==> config.mk <==
export PLATFORM = sky130hd
export DESIGN_NAME = qdac_dev_flat
export DESIGN_NICKNAME = d
export VERILOG_FILES = /design/src/design/qdac_pkg.sv /design/src/design/qdac_link_if.sv /design/src/design/qdac_sync.sv /design/src/design/qdac_dev.sv /design/src/flat_wrapper.sv
export SDC_FILE = /design/constraint.sdc
export NUM_CORES = 1
export LEC_CHECK = 0
export BUFFER_PORTS_ARGS = -buffer_cell sky130_fd_sc_hd__buf_2
export CAP_MARGIN = 20
export CORE_MARGIN = 3
export CORE_UTILIZATION = 50
export CTS_BUF_LIST = sky130_fd_sc_hd__clkbuf_16
export DETAILED_ROUTE_END_ITERATION = 6
export MAX_ROUTING_LAYER = met4
export PLACE_DENSITY = 0.69
export REMOVE_ABC_BUFFERS = 1
export SYNTH_ARGS = -nofsm -noshare
export SYNTH_HDL_FRONTEND = slang
export SYNTH_SLANG_ARGS = --single-unit
==> constraint.sdc <==
create_clock -name clk_sys -period 6.27 [get_ports clk_sys]
set_input_delay 0.627 -clock clk_sys [delete_from_list [all_inputs] [get_ports clk_sys]]
set_output_delay 0.627 -clock clk_sys [all_outputs]
set_load 0.005 [all_outputs]
==> src/design/qdac_pkg.sv <==
// package: link constants, frame layout and timing counts for the quad converter link
package qdac_pkg;

  localparam int NUM_CH     = 4;
  localparam int CODE_W     = 16;
  localparam int FRAME_BITS = 32;

  // frame layout: command, address, data code, four spare low bits
  localparam int CMD_HI  = 27;
  localparam int CMD_LO  = 24;
  localparam int ADDR_HI = 23;
  localparam int ADDR_LO = 20;
  localparam int DATA_HI = 19;
  localparam int DATA_LO = 4;

  localparam logic [3:0] CMD_WR_IN       = 4'h0;
  localparam logic [3:0] CMD_UPDATE      = 4'h1;
  localparam logic [3:0] CMD_WR_UPDATE   = 4'h2;
  localparam logic [3:0] CMD_WR_UPD_ALL  = 4'h3;
  localparam logic [3:0] CMD_SET_CLRCODE = 4'h5;
  localparam logic [3:0] ADDR_ALL        = 4'hF;

  // clear code selects and the codes they produce
  localparam logic [1:0]  CLRSEL_ZERO  = 2'h0;
  localparam logic [1:0]  CLRSEL_MID   = 2'h1;
  localparam logic [1:0]  CLRSEL_FULL  = 2'h2;
  localparam logic [1:0]  CLRSEL_RESET = CLRSEL_ZERO;
  localparam logic [15:0] CODE_ZERO    = 16'h0000;
  localparam logic [15:0] CODE_MID     = 16'h8000;
  localparam logic [15:0] CODE_FULL    = 16'hFFFF;

  // timing in ns, counts at the system clock
  localparam int CLK_PERIOD_NS    = 8;
  localparam int T_SCLK_MIN_NS    = 20;
  localparam int T_GAP_ONE_NS     = 1900;
  localparam int T_GAP_ALL_NS     = 10500;
  localparam int T_CLR_SETTLE_NS  = 10600;
  localparam int T_STROBE_LOW_NS  = 20;
  localparam int T_CLR_LOW_NS     = 10;
  localparam int SCLK_HALF_CYC    = 4;
  localparam int GAP_ONE_CYC      = (T_GAP_ONE_NS + CLK_PERIOD_NS - 1) / CLK_PERIOD_NS;
  localparam int GAP_ALL_CYC      = (T_GAP_ALL_NS + CLK_PERIOD_NS - 1) / CLK_PERIOD_NS;
  localparam int CLR_SETTLE_CYC   = (T_CLR_SETTLE_NS + CLK_PERIOD_NS - 1) / CLK_PERIOD_NS;
  localparam int STROBE_LOW_CYC   = (T_STROBE_LOW_NS + CLK_PERIOD_NS - 1) / CLK_PERIOD_NS;
  localparam int CLR_LOW_CYC      = (T_CLR_LOW_NS + CLK_PERIOD_NS - 1) / CLK_PERIOD_NS;
  localparam int SCLK_MIN_HALF    = (T_SCLK_MIN_NS / 2 + CLK_PERIOD_NS - 1) / CLK_PERIOD_NS;

  // true when a frame updates every channel, which needs the long gap
  function automatic logic qdac_is_all_update(input logic [31:0] frame);
    logic [3:0] cmd;
    logic [3:0] adr;
    cmd = frame[CMD_HI:CMD_LO];
    adr = frame[ADDR_HI:ADDR_LO];
    return (cmd == CMD_WR_UPD_ALL) ||
           ((cmd == CMD_UPDATE || cmd == CMD_WR_UPDATE) && adr == ADDR_ALL);
  endfunction : qdac_is_all_update

endpackage : qdac_pkg

==> src/design/qdac_link_if.sv <==
// interface: serial link wires between host and converter
`timescale 1ns/1ps
`default_nettype none
interface qdac_link_if;
  logic sclk;
  logic sync_n;
  logic din;
  logic load_strobe_n;
  logic clear_n;

  modport host (output sclk, output sync_n, output din, output load_strobe_n, output clear_n);
  modport dev  (input sclk, input sync_n, input din, input load_strobe_n, input clear_n);
endinterface : qdac_link_if
`default_nettype wire

==> src/design/qdac_sync.sv <==
// module: two-flop synchroniser for a bundle of pin levels
`timescale 1ns/1ps
`default_nettype none
module qdac_sync #(
  parameter int W = 1
) (
  input  wire logic         clk_sys,
  input  wire logic [W-1:0] din,
  output var  logic [W-1:0] dout
);

  logic [W-1:0] meta;

  // no reset: reset is held long enough to flush both stages
  always_ff @(posedge clk_sys) begin
    meta <= din;
    dout <= meta;
  end

endmodule : qdac_sync
`default_nettype wire

==> src/design/qdac_dev.sv <==
// module: converter end, frame receiver with input, converter and clear-code registers
`timescale 1ns/1ps
`default_nettype none
module qdac_dev
  import qdac_pkg::*;
(
  input  wire logic                   clk_sys,
  input  wire logic                   rst,
  qdac_link_if.dev                    link,
  input  wire logic                   por_mid,
  output var  logic [3:0][15:0]       dac_code,
  output var  logic [3:0][15:0]       input_code,
  output var  logic [1:0]             clear_sel,
  output var  logic                   frame_done,
  output var  logic                   frame_abort
);

  ////////////////////////////////////////////////////////////////////////////
  // pin synchronisers

  localparam int NPIN = 6;

  logic [NPIN-1:0] pins_raw;
  logic [NPIN-1:0] pins;
  logic            sclk_s;
  logic            sync_s;
  logic            din_s;
  logic            strobe_s;
  logic            clr_s;
  logic            strap_s;

  assign pins_raw = {por_mid, link.clear_n, link.load_strobe_n, link.din, link.sync_n,
                     link.sclk};

  qdac_sync #(.W(NPIN)) u_sync (
    .clk_sys (clk_sys),
    .din     (pins_raw),
    .dout    (pins)
  );

  assign sclk_s  = pins[0];
  assign sync_s  = pins[1];
  assign din_s   = pins[2];
  assign strobe_s = pins[3];
  assign clr_s   = pins[4];
  assign strap_s = pins[5];

  ////////////////////////////////////////////////////////////////////////////
  // state

  typedef struct packed {
    logic             sclk_q;
    logic             sync_q;
    logic             clr_q;
    logic             armed;
    logic [5:0]       cnt;
    logic [31:0]      shreg;
    logic [3:0][15:0] in_reg;
    logic [3:0][15:0] dac_reg;
    logic [3:0]       pend;
    logic [1:0]       clr_sel;
    logic             strap_done;
    logic             done;
    logic             abort;
  } qdac_dev_s;

  qdac_dev_s s;
  qdac_dev_s next_s;

  // code produced by a clear-code select
  function automatic logic [15:0] clr_code(input logic [1:0] sel);
    case (sel)
      CLRSEL_MID:  return CODE_MID;
      CLRSEL_FULL: return CODE_FULL;
      default:     return CODE_ZERO;
    endcase
  endfunction : clr_code

  // channel mask for an address; the all-channel address hits every one
  function automatic logic [3:0] ch_mask(input logic [3:0] adr);
    logic [3:0] m;
    m = 4'h0;
    if (adr == ADDR_ALL) begin
      m = 4'hF;
    end else if (adr < 4'(NUM_CH)) begin
      m[adr[1:0]] = 1'b1;
    end
    return m;
  endfunction : ch_mask

  ////////////////////////////////////////////////////////////////////////////
  // next state

  logic        sync_fall;
  logic        sync_rise;
  logic        sclk_fall;
  logic        clr_fall;
  logic [31:0] frame;
  logic        frame_end;
  logic [3:0]  cmd;
  logic [3:0]  wmask;
  logic [3:0]  umask;
  logic [15:0] code;

  always_comb begin
    next_s    = s;
    next_s.done  = 1'b0;
    next_s.abort = 1'b0;
    next_s.sclk_q = sclk_s;
    next_s.sync_q = sync_s;
    next_s.clr_q  = clr_s;

    sync_fall = s.sync_q && !sync_s;
    sync_rise = !s.sync_q && sync_s;
    sclk_fall = s.sclk_q && !sclk_s;
    clr_fall  = s.clr_q && !clr_s;
    frame     = s.shreg;
    frame_end = 1'b0;

    // a new frame arms the shift register and restarts the bit count
    if (sync_fall) begin
      next_s.armed = 1'b1;
      next_s.cnt   = 6'h00;
    end else if (s.armed && sync_rise) begin
      // sync left early: drop the partial frame without acting on it
      next_s.armed = 1'b0;
      next_s.abort = 1'b1;
    end else if (s.armed && !sync_s && sclk_fall) begin
      // first bit lands in the msb after 32 shifts
      frame          = {s.shreg[30:0], din_s};
      next_s.shreg   = frame;
      next_s.cnt     = s.cnt + 6'h01;
      if (s.cnt == 6'(FRAME_BITS - 1)) begin
        frame_end    = 1'b1;
        next_s.armed = 1'b0; // later falls are ignored until sync falls again
      end
    end

    // load strobe is level sensitive so a strobe tied low acts on every write made while clear is high
    if (!strobe_s && clr_s) begin
      for (int i = 0; i < NUM_CH; i++) begin
        if (s.pend[i]) begin
          next_s.dac_reg[i] = s.in_reg[i];
        end
      end
      next_s.pend = 4'h0;
    end

    // decode a completed frame; a pending flag set here beats the strobe clear
    cmd   = frame[CMD_HI:CMD_LO];
    code  = frame[DATA_HI:DATA_LO];
    wmask = 4'h0;
    umask = 4'h0;
    if (frame_end) begin
      next_s.done = 1'b1;
      case (cmd)
        CMD_WR_IN:       wmask = ch_mask(frame[ADDR_HI:ADDR_LO]);
        CMD_UPDATE:      umask = ch_mask(frame[ADDR_HI:ADDR_LO]);
        CMD_WR_UPDATE: begin
          wmask = ch_mask(frame[ADDR_HI:ADDR_LO]);
          umask = wmask;
        end
        CMD_WR_UPD_ALL: begin
          wmask = ch_mask(frame[ADDR_HI:ADDR_LO]);
          umask = 4'hF;
        end
        CMD_SET_CLRCODE: next_s.clr_sel = code[1:0];
        default:         ;
      endcase
    end
    for (int i = 0; i < NUM_CH; i++) begin
      if (wmask[i]) begin
        next_s.in_reg[i] = code;
        next_s.pend[i]   = 1'b1;
      end
      if (umask[i]) begin
        next_s.dac_reg[i] = wmask[i] ? code : next_s.in_reg[i];
        next_s.pend[i]    = 1'b0;
      end
    end

    // clear edge wins over everything else in its cycle except the strap load after reset
    if (clr_fall) begin
      for (int i = 0; i < NUM_CH; i++) begin
        next_s.in_reg[i]  = clr_code(s.clr_sel);
        next_s.dac_reg[i] = clr_code(s.clr_sel);
      end
      next_s.pend = 4'h0;
    end

    // strap is read once, the first cycle after reset release
    if (!s.strap_done) begin
      next_s.strap_done = 1'b1;
      for (int i = 0; i < NUM_CH; i++) begin
        next_s.in_reg[i]  = strap_s ? CODE_MID : CODE_ZERO;
        next_s.dac_reg[i] = strap_s ? CODE_MID : CODE_ZERO;
      end
    end
  end

  ////////////////////////////////////////////////////////////////////////////
  // registers

  always_ff @(posedge clk_sys) begin
    if (rst) begin
      s            <= '0;
      s.sclk_q     <= 1'b1;
      s.sync_q     <= 1'b1;
      s.clr_q      <= 1'b1;
      s.clr_sel    <= CLRSEL_RESET;
    end else begin
      s <= next_s;
    end
  end

  ////////////////////////////////////////////////////////////////////////////
  // outputs, all from flops

  assign dac_code    = s.dac_reg; // plain binary code per channel
  assign input_code  = s.in_reg;
  assign clear_sel   = s.clr_sel;
  assign frame_done  = s.done;
  assign frame_abort = s.abort;

endmodule : qdac_dev
`default_nettype wire

==> src/flat_wrapper.sv <==
// flat-port wrapper written by rule: the top's interface ports become plain ports
module qdac_dev_flat import qdac_pkg::*;
  (clk_sys, rst, por_mid, dac_code, input_code, clear_sel, frame_done, frame_abort, link_sclk, link_sync_n, link_din, link_load_strobe_n, link_clear_n);
  qdac_link_if link_i ();
  input  wire logic clk_sys;
  input  wire logic rst;
  input  wire logic por_mid;
  output var  logic [3:0][15:0] dac_code;
  output var  logic [3:0][15:0] input_code;
  output var  logic [1:0] clear_sel;
  output var  logic frame_done;
  output var  logic frame_abort;
  input wire logic [$bits(link_i.sclk)-1:0] link_sclk;
  input wire logic [$bits(link_i.sync_n)-1:0] link_sync_n;
  input wire logic [$bits(link_i.din)-1:0] link_din;
  input wire logic [$bits(link_i.load_strobe_n)-1:0] link_load_strobe_n;
  input wire logic [$bits(link_i.clear_n)-1:0] link_clear_n;
  assign link_i.sclk = link_sclk;
  assign link_i.sync_n = link_sync_n;
  assign link_i.din = link_din;
  assign link_i.load_strobe_n = link_load_strobe_n;
  assign link_i.clear_n = link_clear_n;
  qdac_dev u_core (.clk_sys(clk_sys), .rst(rst), .link(link_i), .por_mid(por_mid), .dac_code(dac_code), .input_code(input_code), .clear_sel(clear_sel), .frame_done(frame_done), .frame_abort(frame_abort));
endmodule
==> Yosys cells after proc, flatten, opt, wreduce, memory -nomap -nowiden <==
Index checks and enable logic that the tools add are counted.
{ "classes": {"addsub": 1, "n_mul": 0, "div": 0, "order_cmp": 3, "eq_ne": 16, "n_shift": 0, "muxes": 53, "n_bitwise": 2, "n_reduce_logical": 36} }
{ "op_table": {"columns": ["op", "n"], "rows": [
  ["2-to-1 mux 16 bit", 17],
  ["2-to-1 mux 132 bit", 1],
  ["2-to-1 mux 128 bit", 1],
  ["2-to-1 mux 28 bit", 3],
  ["2-to-1 mux 68 bit", 1],
  ["2-to-1 mux 39 bit", 1],
  ["2-to-1 mux 38 bit", 1],
  ["one-hot mux 16 bit (2 select lines)", 1],
  ["2-to-1 mux 4 bit", 5],
  ["2-to-1 mux 1 bit", 18],
  ["inequality test 4 x 3 -> 1 bit, second input constant", 4],
  ["inequality test 4 bit, second input constant", 4],
  ["OR reduction 3 bit", 5],
  ["AND reduction 2 bit", 7],
  ["logical AND 1 bit", 9],
  ["equality test 4 x 2 -> 1 bit, second input constant", 2],
  ["one-hot mux 4 bit (2 select lines)", 1],
  ["nonzero test 2 bit", 4],
  ["2-to-1 mux 7 bit", 1],
  ["adder 6 x 1 -> 6 bit, second input constant", 1],
  ["equality test 6 x 5 -> 1 bit, second input constant", 1],
  ["nonzero test 3 bit", 2],
  ["logical NOT 1 bit", 5],
  ["equality test 4 x 1 -> 1 bit, second input constant", 1],
  ["13 further kinds", 15]
]} }
{ "word_totals": {"reg_bits": 191, "latch_bits": 0, "ram_bits": 0, "mem_bits_ro": 0, "inputBits": 8, "output_inout_bits": 132, "wordCells": 135, "mem_count": 0} }

==> Longest topological paths before layout <==
Gate-level depths: netlist of the first run.
{ "depth": {"depth_word": 19, "ltp_mapped": 10, "ltp_nobuf": 7} }

==> Modules after synthesis <==
From an unflattened synthesis of the first run, not the netlist that was laid out.
{ "hier_totals": {"hier_cells": 981, "hier_area_um2": 9226.3} }
{ "modules_own_cells": {"columns": ["mod", "n_inst", "cells_per_inst", "area_per_inst_um2", "seq_area_each_um2"], "rows": [
  ["qdac_dev", 1, 969, 8986.1, 3503.4],
  ["qdac_sync", 1, 12, 240.2, 240.2]
]} }

==> Worst setup path after synthesis of the first run <==
No wires, ideal clock.
{ "synth_path": {"path_kind": "register to register", "startpoint": "register u_core.u_sync.dout[1]", "endpoint": "register u_core.s (netlist bit u_core.dac_code[10])", "setup_ps": 146, "arrival_ps": 1977, "t_required_ps": 6124, "slack_ps": 4148, "path_stages_with_launch": 10, "n_path_buf": 3, "synth_period_minus_slack_ps": 2122, "cell_sequence": "dfxtp_1 and4bb_1 buf_4 buf_8 nand2_4 a21o_1 a211oi_4 buf_8 mux2i_1 o211ai_2"} }
{ "synth_between": {"elab_chain_cells": 19, "word_cells_on_any_way": 39, "classes_between": "order compare: 3; eq/ne: 6; mux: 19; reduce/logical: 11"} }
{ "synth_lines": {"columns": ["item", "line", "source"], "rows": [
  ["start, declared", "qdac_sync.sv:9", "output var logic [W-1:0] dout"],
  ["start signal, assigned", "qdac_sync.sv:17", "dout <= meta;"],
  ["logical NOT 1 bit", "qdac_dev.sv:113, qdac_dev.sv:128", null],
  ["logical AND 1 bit (2 in a row)", "qdac_dev.sv:128", "end else if (s.armed && !sync_s && sclk_fall) begin"],
  ["2-to-1 mux 28 bit", "qdac_dev.sv:128", null],
  ["2-to-1 mux 28 bit", "qdac_dev.sv:124", "end else if (s.armed && sync_rise) begin"],
  ["2-to-1 mux 28 bit", "qdac_dev.sv:121", "if (sync_fall) begin"],
  ["< comparator 2 x 3 -> 1 bit (implied by the code) or >= comparator 2 x 1 -> 1 bit (tied branches)", "qdac_dev.sv:86", "m[adr[1:0]] = 1'b1;"],
  ["logical AND 1 bit (implied by the code)", "qdac_dev.sv:86", null],
  ["2-to-1 mux 1 bit (implied by the code)", "qdac_dev.sv:86", null],
  ["[... 2 more ...]", null, null],
  ["2-to-1 mux 4 bit", "qdac_dev.sv:83", "if (adr == ADDR_ALL) begin"],
  ["2-to-1 mux 4 bit", null, null],
  ["2-to-1 mux 4 bit", "qdac_dev.sv:154", "if (frame_end) begin"],
  ["2-to-1 mux 16 bit", "qdac_dev.sv:172", "if (wmask[i]) begin"],
  ["2-to-1 mux 16 bit", "qdac_dev.sv:177", "next_s.dac_reg[i] = wmask[i] ? code : next_s.in_reg[i];"],
  ["2-to-1 mux 16 bit", "qdac_dev.sv:176", "if (umask[i]) begin"],
  ["2-to-1 mux 132 bit", "qdac_dev.sv:183", "if (clr_fall) begin"],
  ["2-to-1 mux 128 bit", "qdac_dev.sv:192", "if (!s.strap_done) begin"],
  ["end signal, assigned", "qdac_dev.sv:212", "s <= next_s;"],
  ["end, declared", "qdac_dev.sv:67", "qdac_dev_s s;"]
]} }
Several ways; a longest one is shown, not always the timed one.
A chain may end at the register's enable or synchronous reset.

==> Worst setup path after layout of the first run <==
{ "layout_path": {"startpoint": "register u_core.u_sync.dout[1]", "endpoint": "register u_core.s (netlist bit u_core.input_code[47])"} }
{ "layout_between": {"elab_chain_cells": 17, "word_cells_on_any_way": 30, "classes_between": "order compare: 3; eq/ne: 3; mux: 15; reduce/logical: 9"} }
{ "layout_lines": {"columns": ["item", "line", "source"], "rows": [
  ["logical NOT 1 bit", "qdac_dev.sv:113, qdac_dev.sv:128", null],
  ["logical AND 1 bit (2 in a row)", "qdac_dev.sv:128", null],
  ["2-to-1 mux 28 bit", "qdac_dev.sv:128", null],
  ["2-to-1 mux 28 bit", "qdac_dev.sv:124", null],
  ["2-to-1 mux 28 bit", "qdac_dev.sv:121", null],
  ["< comparator 2 x 3 -> 1 bit (implied by the code) or >= comparator 2 x 1 -> 1 bit (tied branches)", "qdac_dev.sv:86", null],
  ["logical AND 1 bit (implied by the code)", "qdac_dev.sv:86", null],
  ["2-to-1 mux 1 bit (implied by the code)", "qdac_dev.sv:86", null],
  ["demux 1 bit (select 2 bit)", null, null],
  ["2-to-1 mux 4 bit", "qdac_dev.sv:85", "end else if (adr < 4'(NUM_CH)) begin"],
  ["2-to-1 mux 4 bit", "qdac_dev.sv:83", null],
  ["2-to-1 mux 4 bit", null, null],
  ["2-to-1 mux 4 bit", "qdac_dev.sv:154", null],
  ["2-to-1 mux 16 bit *", "qdac_dev.sv:172", null],
  ["2-to-1 mux 132 bit *", "qdac_dev.sv:183", null],
  ["2-to-1 mux 128 bit *", "qdac_dev.sv:192", null]
]} }
Every way passes the cells marked *; elsewhere a longest branch is shown, timed or not.

==> qor.yml, run 1 <==
place:
  io_buffer_count: 139
  place_hpwl_um: 14900
  pre_cts_slack_ns: 2.43
  gp_congestion: 0.829
drt:
  drc: 0
  wl_per_cell_um: 18.0
  finalWirelength_um: 22800
  avgViaCountPerCell: 5.81
  num_vias: 7335
  drt_pass1_iterations: 5
  drt_iter0_drc: 723
  drtAntennaViolNets: 0
global_route:
  grt_pass1_wl_um: 36700
  grt_max_degree: 77
  track_usage: 0.232
  grt_pass1_vias: 6748
  grt_overflow: 0
  antenna_found_initial: 0
power:
  ir_worst_vdd_mv: 0.195
  p_leak_nw: 3.89
  powerDensity_nw_per_um2: 241
timing:
  fin_ws_ns: 2.42
  rsz0062_at_grt: "no"
  clock_skew_ns: 0.0115
  slew_viol_final: 0
  relSlewSlack: 0.267
  setup_viol_count_final: 0
  final.setup.tns_ns: 0
  fmax_mhz: 260
  finalHoldViolCount: 0
  tightest_slew_ns: 1.10
  period_needed_ns: 3.85
  period_share: 0.614
  hold_ws_ns: 0.294
die:
  fp-row-count: 49
  die_y_um: 142
  dieArea_sq_um: 20200
  core_sq_um: 18100
  initial_core_util: 0.512
  die_w_um: 142
  io_pins: 140
synthesis:
  synth.avg_cell_area_sq_um: 8.75
  ys_warn_count: 0
  synthArstFlopShare: 0
  yosysMostFrequentCell: "dfxtp_1"
  synth_top_area_frac: 0.402
  syn_area_sq_um: 9260
  yosysSeqAreaShare: 0.402
  yosysUniqueCellTypes: 60
  yosysTopAreaCell: "dfxtp_1"
  synth_edf_count: 0
  netlist_instances: 1058
  synth_common_cells: "dfxtp_1 (186), nand2_1 (151), buf_4 (136)"
  synth-main-ff-cell: "dfxtp_1"
  ys_ff_latch: 186
  ys_top_cells_by_area: "dfxtp_1 (40%), buf_4 (11%), mux2i_1 (8.6%)"
cells_and_area:
  fin_nets: 1030
  syn2layout_area_growth_pct: 3.58
  drive_gt1_frac: 0.213
  nFillCells: 1661
  antenna_cells: 0
clock_network:
  clock_sinks: 186
  path_clk_slew_ns: 0.06
  cts_tree: "yes"
  ctsResizeCount: 0
  cts_root_buf: "clkbuf_16"
  cts_inserted_buffers: 17
  cts_htree_levels: 4
  insertion_delay_ns: 0.43
  postCtsHoldBufs: 0
  clockBufferDepth: 2
  post-cts-setup-buffers: 0
run_status:
  status: "completed"
setup_path:
  cp_data_arrival_time_ns: 4.13
  critPathRequiredTime_ns: 6.55
  cp_max_fo: 20
  crit_type: "reg2reg"
  critPathCaptureType: "register"
  start_kind: "register"
job:
  drv_cap: 0
worst_hold_path:
  holdCritPathClass: "in2reg"
==> kinds of logic after synthesis <==
kind of cell,count (synthesis),share of synthesized area
and+or+nand+nor,314,0.162
AOI/OAI and AO/OA,249,0.186
buffers and inverters,219,0.153
DFF,186,0.402
muxes,82,0.0889
xor gates and xnor gates,6,0.00567
adders and majority gates,2,0.00270
==> cell type report <==
cell class	instances	area, sq um	share of cell area
multi-input combinational	653	4170	0.435
sequential	186	3720	0.388
timing repair buffer	156	835	0.0870
clock buffer	17	425	0.0443
tap	229	287	0.0299
clock inverter	15	133	0.0138
inverter	6	22.5	0.00235
==> critical path: stages (launching register included) <==
cell	delay [ns]
dfxtp_1	0.34
and4bb_1	0.68
nand4_1	0.75
buf_4	0.48
nor2_1	0.18
and3_1	0.89
mux2i_1	0.27
o22ai_1	0.10
==> power by group <==
part           switching, W  internal, W
registers        0.00000834      0.00119
clock network      0.000460     0.000580
logic             0.0000585    0.0000172
total              0.000527      0.00179
==> per-layer routing <==
metal | routed length [um] | GRT usage | part of all wire | vias up
met5 | 0 | - | 0 | -
met4 | 363 | 0.0753 | 0.016 | 0
met3 | 1680 | 0.0440 | 0.074 | 28
met2 | 9740 | 0.323 | 0.43 | 287
met1 | 11000 | 0.339 | 0.48 | 3457
li1 | - | - | - | 3563
==> path summary, 6_finish.rpt <==
check,startpoint,cells after the start,to,slack [ns]
worst max register to register,u_core.u_sync.dout[1],7,u_core.input_code[47],2.42
worst min-delay path,link_din,1,u_core.u_sync.meta[2],0.29
worst max-delay path,u_core.u_sync.dout[1],7,u_core.input_code[47],2.42
worst min register to register,u_core.u_sync.meta[2],0,u_core.u_sync.dout[2],0.33
==> through the flow <==
step / area [sq um] / utilization / instances / power, W
2_1_floorplan: 7870 / - / 845 / 0.00126
3_3_place_gp: 8990 / 0.497 / 1226 / 0.00130
3_5_place_dp: 9020 / 0.499 / 1228 / 0.00130
4_1_cts: 9580 / 0.529 / 1260 / 0.00232
5_1_grt: 9590 / 0.530 / 1262 / 0.00239
6_report: 9590 / 0.530 / 1262 / 0.00231
==> registers in the layout, summed over array words and instances, names as in the netlist <==
name,cells
u_core.input_code,64
u_core.u_sync.dout,6
u_core.frame_abort,1
u_core.clear_sel,2
u_core.s,42
u_core.u_sync.meta,6
u_core.frame_done,1
u_core.dac_code,64
==> cell usage in the layout, fill, tap and decap left out, drive strengths merged, types with 2 or more instances in the layout <==
cell type	n
a31oi	2
nand2b	4
ha	2
mux2	2
mux2i	80
o21ai	84
nor3	10
bufinv	2
inv	10
nand4	37
o211ai	80
dfxtp	186
a21oi	44
xnor2	3
clkinv	8
o2111ai	16
or2	3
nand2	152
o22ai	2
and3	6
a211oi	9
xor2	3
clkbuf	17
and2	3
nor3b	16
and3b	2
or3	3
nor2b	3
nand3	36
nor2	33
buf	156
(Power assumes the default switching activity.)
==> run 2: changes to the inputs <==
--- a/config.mk
+++ b/config.mk
@@ -12,7 +12,7 @@
 export CTS_BUF_LIST = sky130_fd_sc_hd__clkbuf_16
 export DETAILED_ROUTE_END_ITERATION = 6
 export MAX_ROUTING_LAYER = met4
-export PLACE_DENSITY = 0.69
+export PLACE_DENSITY = 0.72
 export REMOVE_ABC_BUFFERS = 1
 export SYNTH_ARGS = -nofsm -noshare
 export SYNTH_HDL_FRONTEND = slang
==> constraint.sdc (replaced) <==
create_clock -name clk_sys -period 3.35 [get_ports clk_sys]
set_input_delay 0.335 -clock clk_sys [delete_from_list [all_inputs] [get_ports clk_sys]]
set_output_delay 0.335 -clock clk_sys [all_outputs]
set_load 0.005 [all_outputs]
==> qor.yml, run 2 (synthesis gave the netlist of run 1 again) <==
setup_path:
  crit_type: "reg2reg"
  crit_family: "compound AO/OA/AOI/OAI gates"
  slowest_stage: "o21ai_2"
  critPathRequiredTime_ns: 3.62
  path_cells: "nand4bb_1 > o21ai_2 > a21oi_1 > o21ai_2 > buf_4 > mux2i_1 > o21ai_0"
  cp_max_fo: 12
  crit_top_cell: "o21ai_2"
  cp_num_buf_inv: 1
  critPathCaptureType: "register"
  r2r_slack_ns: 0.54
  start_kind: "register"
  cp_data_arrival_time_ns: 3.09
  cp_slowest_stage_delay_ns: 0.74
cells_and_area:
  multi_input_area_sq_um: 4160
  seq_area_sq_um: 3720
  nFillCells: 1644
  syn2layout_area_growth_pct: 5.23
  finalNonFillerCells: 1279
  fin_nets: 1047
  antenna_cells: 0
  mostFrequentLayoutCell: "dfxtp_1"
  drive_gt1_frac: 0.221
  post-route-util: 0.539
  most-common-layout-cells: "dfxtp_1 (186), nand2_1 (151), buf_2 (139)"
power:
  ir_worst_vdd_mv: 0.373
  p_leak_nw: 3.97
  powerDensity_nw_per_um2: 450
drt:
  finalWirelength_um: 22600
  drtAntennaViolNets: 0
  drt_pass1_iterations: 5
  wl_per_cell_um: 17.7
  drc: 0
  drt_iter0_drc: 640
  num_vias: 7411
  avgViaCountPerCell: 5.79
timing:
  fin_ws_ns: 0.537
  rsz0062_at_grt: "no"
  setup_viol_count_final: 0
  slew_viol_final: 0
  fmax_mhz: 356
  tightest_slew_ns: 1.11
  hold_ws_ns: 0.280
  finalHoldViolCount: 0
  period_needed_ns: 2.81
  period_share: 0.840
  relSlewSlack: 0.262
  clock_skew_ns: 0.0114
  final.setup.tns_ns: 0
global_route:
  grt_max_degree: 78
  grt_pass1_vias: 6830
  use_met3: 0.0464
  track_usage: 0.229
  grt_util_met2: 0.339
  grt_pass1_wl_um: 36500
  use_met1: 0.319
  top_usage_layer: "met2"
  antenna_found_initial: 0
  grt_overflow: 0
place:
  pre_cts_slack_ns: 0.586
  gp_congestion: 0.891
  io_buffer_count: 139
  place_hpwl_um: 15100
  placed_cells: 1241
job:
  drv_cap: 0
clock_network:
  ctsResizeCount: 0
  clock_sinks: 186
  post-cts-setup-buffers: 0
  cts_root_buf: "clkbuf_16"
  insertion_delay_ns: 0.43
  cts_htree_levels: 4
  cts_inserted_buffers: 17
  path_clk_slew_ns: 0.07
  cts_tree: "yes"
  clockBufferDepth: 2
worst_hold_path:
  holdCritPathClass: "in2reg"
die:
  core_sq_um: 18100
  die_w_um: 142
  fp-row-count: 49
  io_pins: 140
  dieArea_sq_um: 20200
  initial_core_util: 0.512
  die_y_um: 142
run_status:
  status: "completed"
-- run 2: final cells by class --
class                           count  share of cell area
Multi-Input combinational cell    653               0.427
Sequential cell                   186               0.382
Timing Repair Buffer              173               0.100
Clock buffer                       17              0.0436
Tap cell                          229              0.0294
Clock inverter                     15              0.0153
Inverter                            6             0.00231
-- run 2: metrics by stage --
| step | total power (W) | instance area, sq um |
|---|---|---|
| global route | 0.00451 | 9750 |
| floorplan | 0.00236 | 7870 |
| finish | 0.00439 | 9750 |
| detailed placement | 0.00244 | 9110 |
| global placement | 0.00244 | 9110 |
| CTS | 0.00440 | 9750 |
-- run 2: final timing paths --
check                             start                    end  depth (start not counted)
setup reg to reg  u_core.u_sync.dout[1]   u_core.input_code[5]                          7
hold reg to reg   u_core.u_sync.meta[1]  u_core.u_sync.dout[1]                          0
setup / recovery  u_core.u_sync.dout[1]   u_core.input_code[5]                          7
hold / removal                      rst            u_core.s[2]                          2
-- run 2: power breakdown --
group          switching [W]  leakage [nW]  internal (W)
logic               0.000110          2.18     0.0000434
clock network       0.000888         0.281       0.00110
registers          0.0000160          1.51       0.00223
-- run 2: per-layer routing --
layer / routed length [um] / vias up / part of all wire
met3: 1750 / 22 / 0.077
met2: 10100 / 295 / 0.45
met5: 0 / - / 0
li1: - / 3590 / -
met4: 289 / 0 / 0.013
met1: 10500 / 3504 / 0.46
-- run 2: timing repair --
| item | in CTS | in global routing |
|---|---|---|
| setup endpoints to repair | 0 | 0 |
| endpoints found under the hold margin | 6 | 0 |
| hold buffers | 6 | 0 |
==> run 3: changes to the inputs <==
==> constraint.sdc (replaced) <==
create_clock -name clk_sys -period 2.3 [get_ports clk_sys]
set_input_delay 0.23 -clock clk_sys [delete_from_list [all_inputs] [get_ports clk_sys]]
set_output_delay 0.23 -clock clk_sys [all_outputs]
set_load 0.005 [all_outputs]
==> qor.yml, run 3 (synthesis gave the netlist of run 1 again) <==
run_status:
  status: "completed"
worst_hold_path:
  holdCritPathClass: "reg2reg"
place:
  gp_congestion: 0.943
  io_buffer_count: 139
  place_hpwl_um: 15800
cells_and_area:
  fin_nets: 1097
  syn2layout_area_growth_pct: 12.6
  mostFrequentLayoutCell: "dfxtp_1"
  drive_gt1_frac: 0.270
  antenna_cells: 0
  most-common-layout-cells: "dfxtp_1 (180), nand2_1 (151), buf_2 (139)"
setup_path:
  critPathRequiredTime_ns: 2.63
  cp_max_fo: 32
  cp_data_arrival_time_ns: 2.57
  crit_type: "reg2reg"
  start_kind: "register"
  critPathCaptureType: "register"
global_route:
  track_usage: 0.240
  grt_max_degree: 77
  antenna_found_initial: 0
  grt_pass1_wl_um: 38000
  grt_overflow: 0
  grt_pass1_vias: 7185
timing:
  fmax_mhz: 446
  rsz0062_at_grt: "yes"
  slew_viol_final: 0
  period_needed_ns: 2.24
  hold_ws_ns: 0.326
  relSlewSlack: 0.567
  clock_skew_ns: 0.0114
  tightest_slew_ns: 0.650
  setup_viol_count_final: 0
  period_share: 0.975
  finalHoldViolCount: 0
die:
  die_y_um: 142
  io_pins: 140
  fp-row-count: 49
  initial_core_util: 0.512
  core_sq_um: 18100
  dieArea_sq_um: 20200
  die_w_um: 142
drt:
  avgViaCountPerCell: 5.84
  wl_per_cell_um: 18.2
  drt_pass1_iterations: 5
  drtAntennaViolNets: 0
  drt_iter0_drc: 577
  finalWirelength_um: 24100
  num_vias: 7760
  drc: 0
power:
  p_leak_nw: 4.30
  total_power_w: 0.00643
  ir_worst_vdd_mv: 0.580
  powerDensity_nw_per_um2: 617
clock_network:
  clockBufferDepth: 2
  insertion_delay_ns: 0.44
  cts_htree_levels: 4
  path_clk_slew_ns: 0.07
  cts_tree: "yes"
  clock_sinks: 186
  cts_inserted_buffers: 17
  cts_root_buf: "clkbuf_16"
job:
  drv_cap: 0
## run 3: power breakdown
part           total (W)  internal [W]  switching (W)  leakage [nW]
Clock            0.00290       0.00160        0.00130         0.282
Sequential       0.00326       0.00325      0.0000188          1.51
Combinational   0.000264     0.0000901       0.000174          2.51
## run 3: path summary, 6_finish.rpt
path,endpoint,start,slack (ns),cells past startpoint
worst max register to register,u_core.dac_code[63],u_core.u_sync.dout[0],0.06,9
worst min register to register,u_core.u_sync.dout[4],u_core.u_sync.meta[4],0.33,0
worst max-delay path,u_core.dac_code[63],u_core.u_sync.dout[0],0.06,9
worst min-delay path,u_core.u_sync.dout[4],u_core.u_sync.meta[4],0.33,0
## run 3: what timing repair did
item,CTS,global route
cloned,0,3
buffers inserted,0,12
hold endpoints to repair,6,0
endpoints found under the setup margin,15,73
pin swaps,0,8
resized for setup,1,23
hold buffers,6,0
## run 3: area by class of cell
type	instances	area, sq um
clock buffer	17	425
inverter	6	22.5
multi-input combinational	653	4210
fill	1567	7660
tap	229	287
clock inverter	15	149
sequential	186	3730
timing repair buffer	223	1610
## run 3: metal layers
metal,track usage,part of all wire,vias to the layer above
met2,0.364,0.46,360
met1,0.326,0.44,3660
met3,0.0460,0.084,39
met5,-,0,-
li1,-,-,3701
met4,0.0697,0.019,0
## run 3: per-stage QoR
step	area, sq um	setup slack, ns	utilization	std cells	setup TNS [ns]
2_1_floorplan	7870	-1.34	-	845	-163.81
3_3_place_gp	9550	-0.0449	0.528	1277	-0.172
3_5_place_dp	9550	-0.0680	0.528	1277	-0.403
4_1_cts	10200	0.0152	0.563	1315	0
5_1_grt	10400	-0.0661	0.577	1329	-0.792
6_report	10400	0.0573	0.577	1329	0
## run 3: worst max-delay path, stage by stage (launching register included)
cell and delay, ns:
dfxtp_2 0.32, and4bb_4 0.37, buf_4 0.13, clkbuf_16 0.13, nand4_1 0.09, buf_4 0.18
a211oi_4 0.28, buf_12 0.22, a211oi_1 0.09, o311a_1 0.30
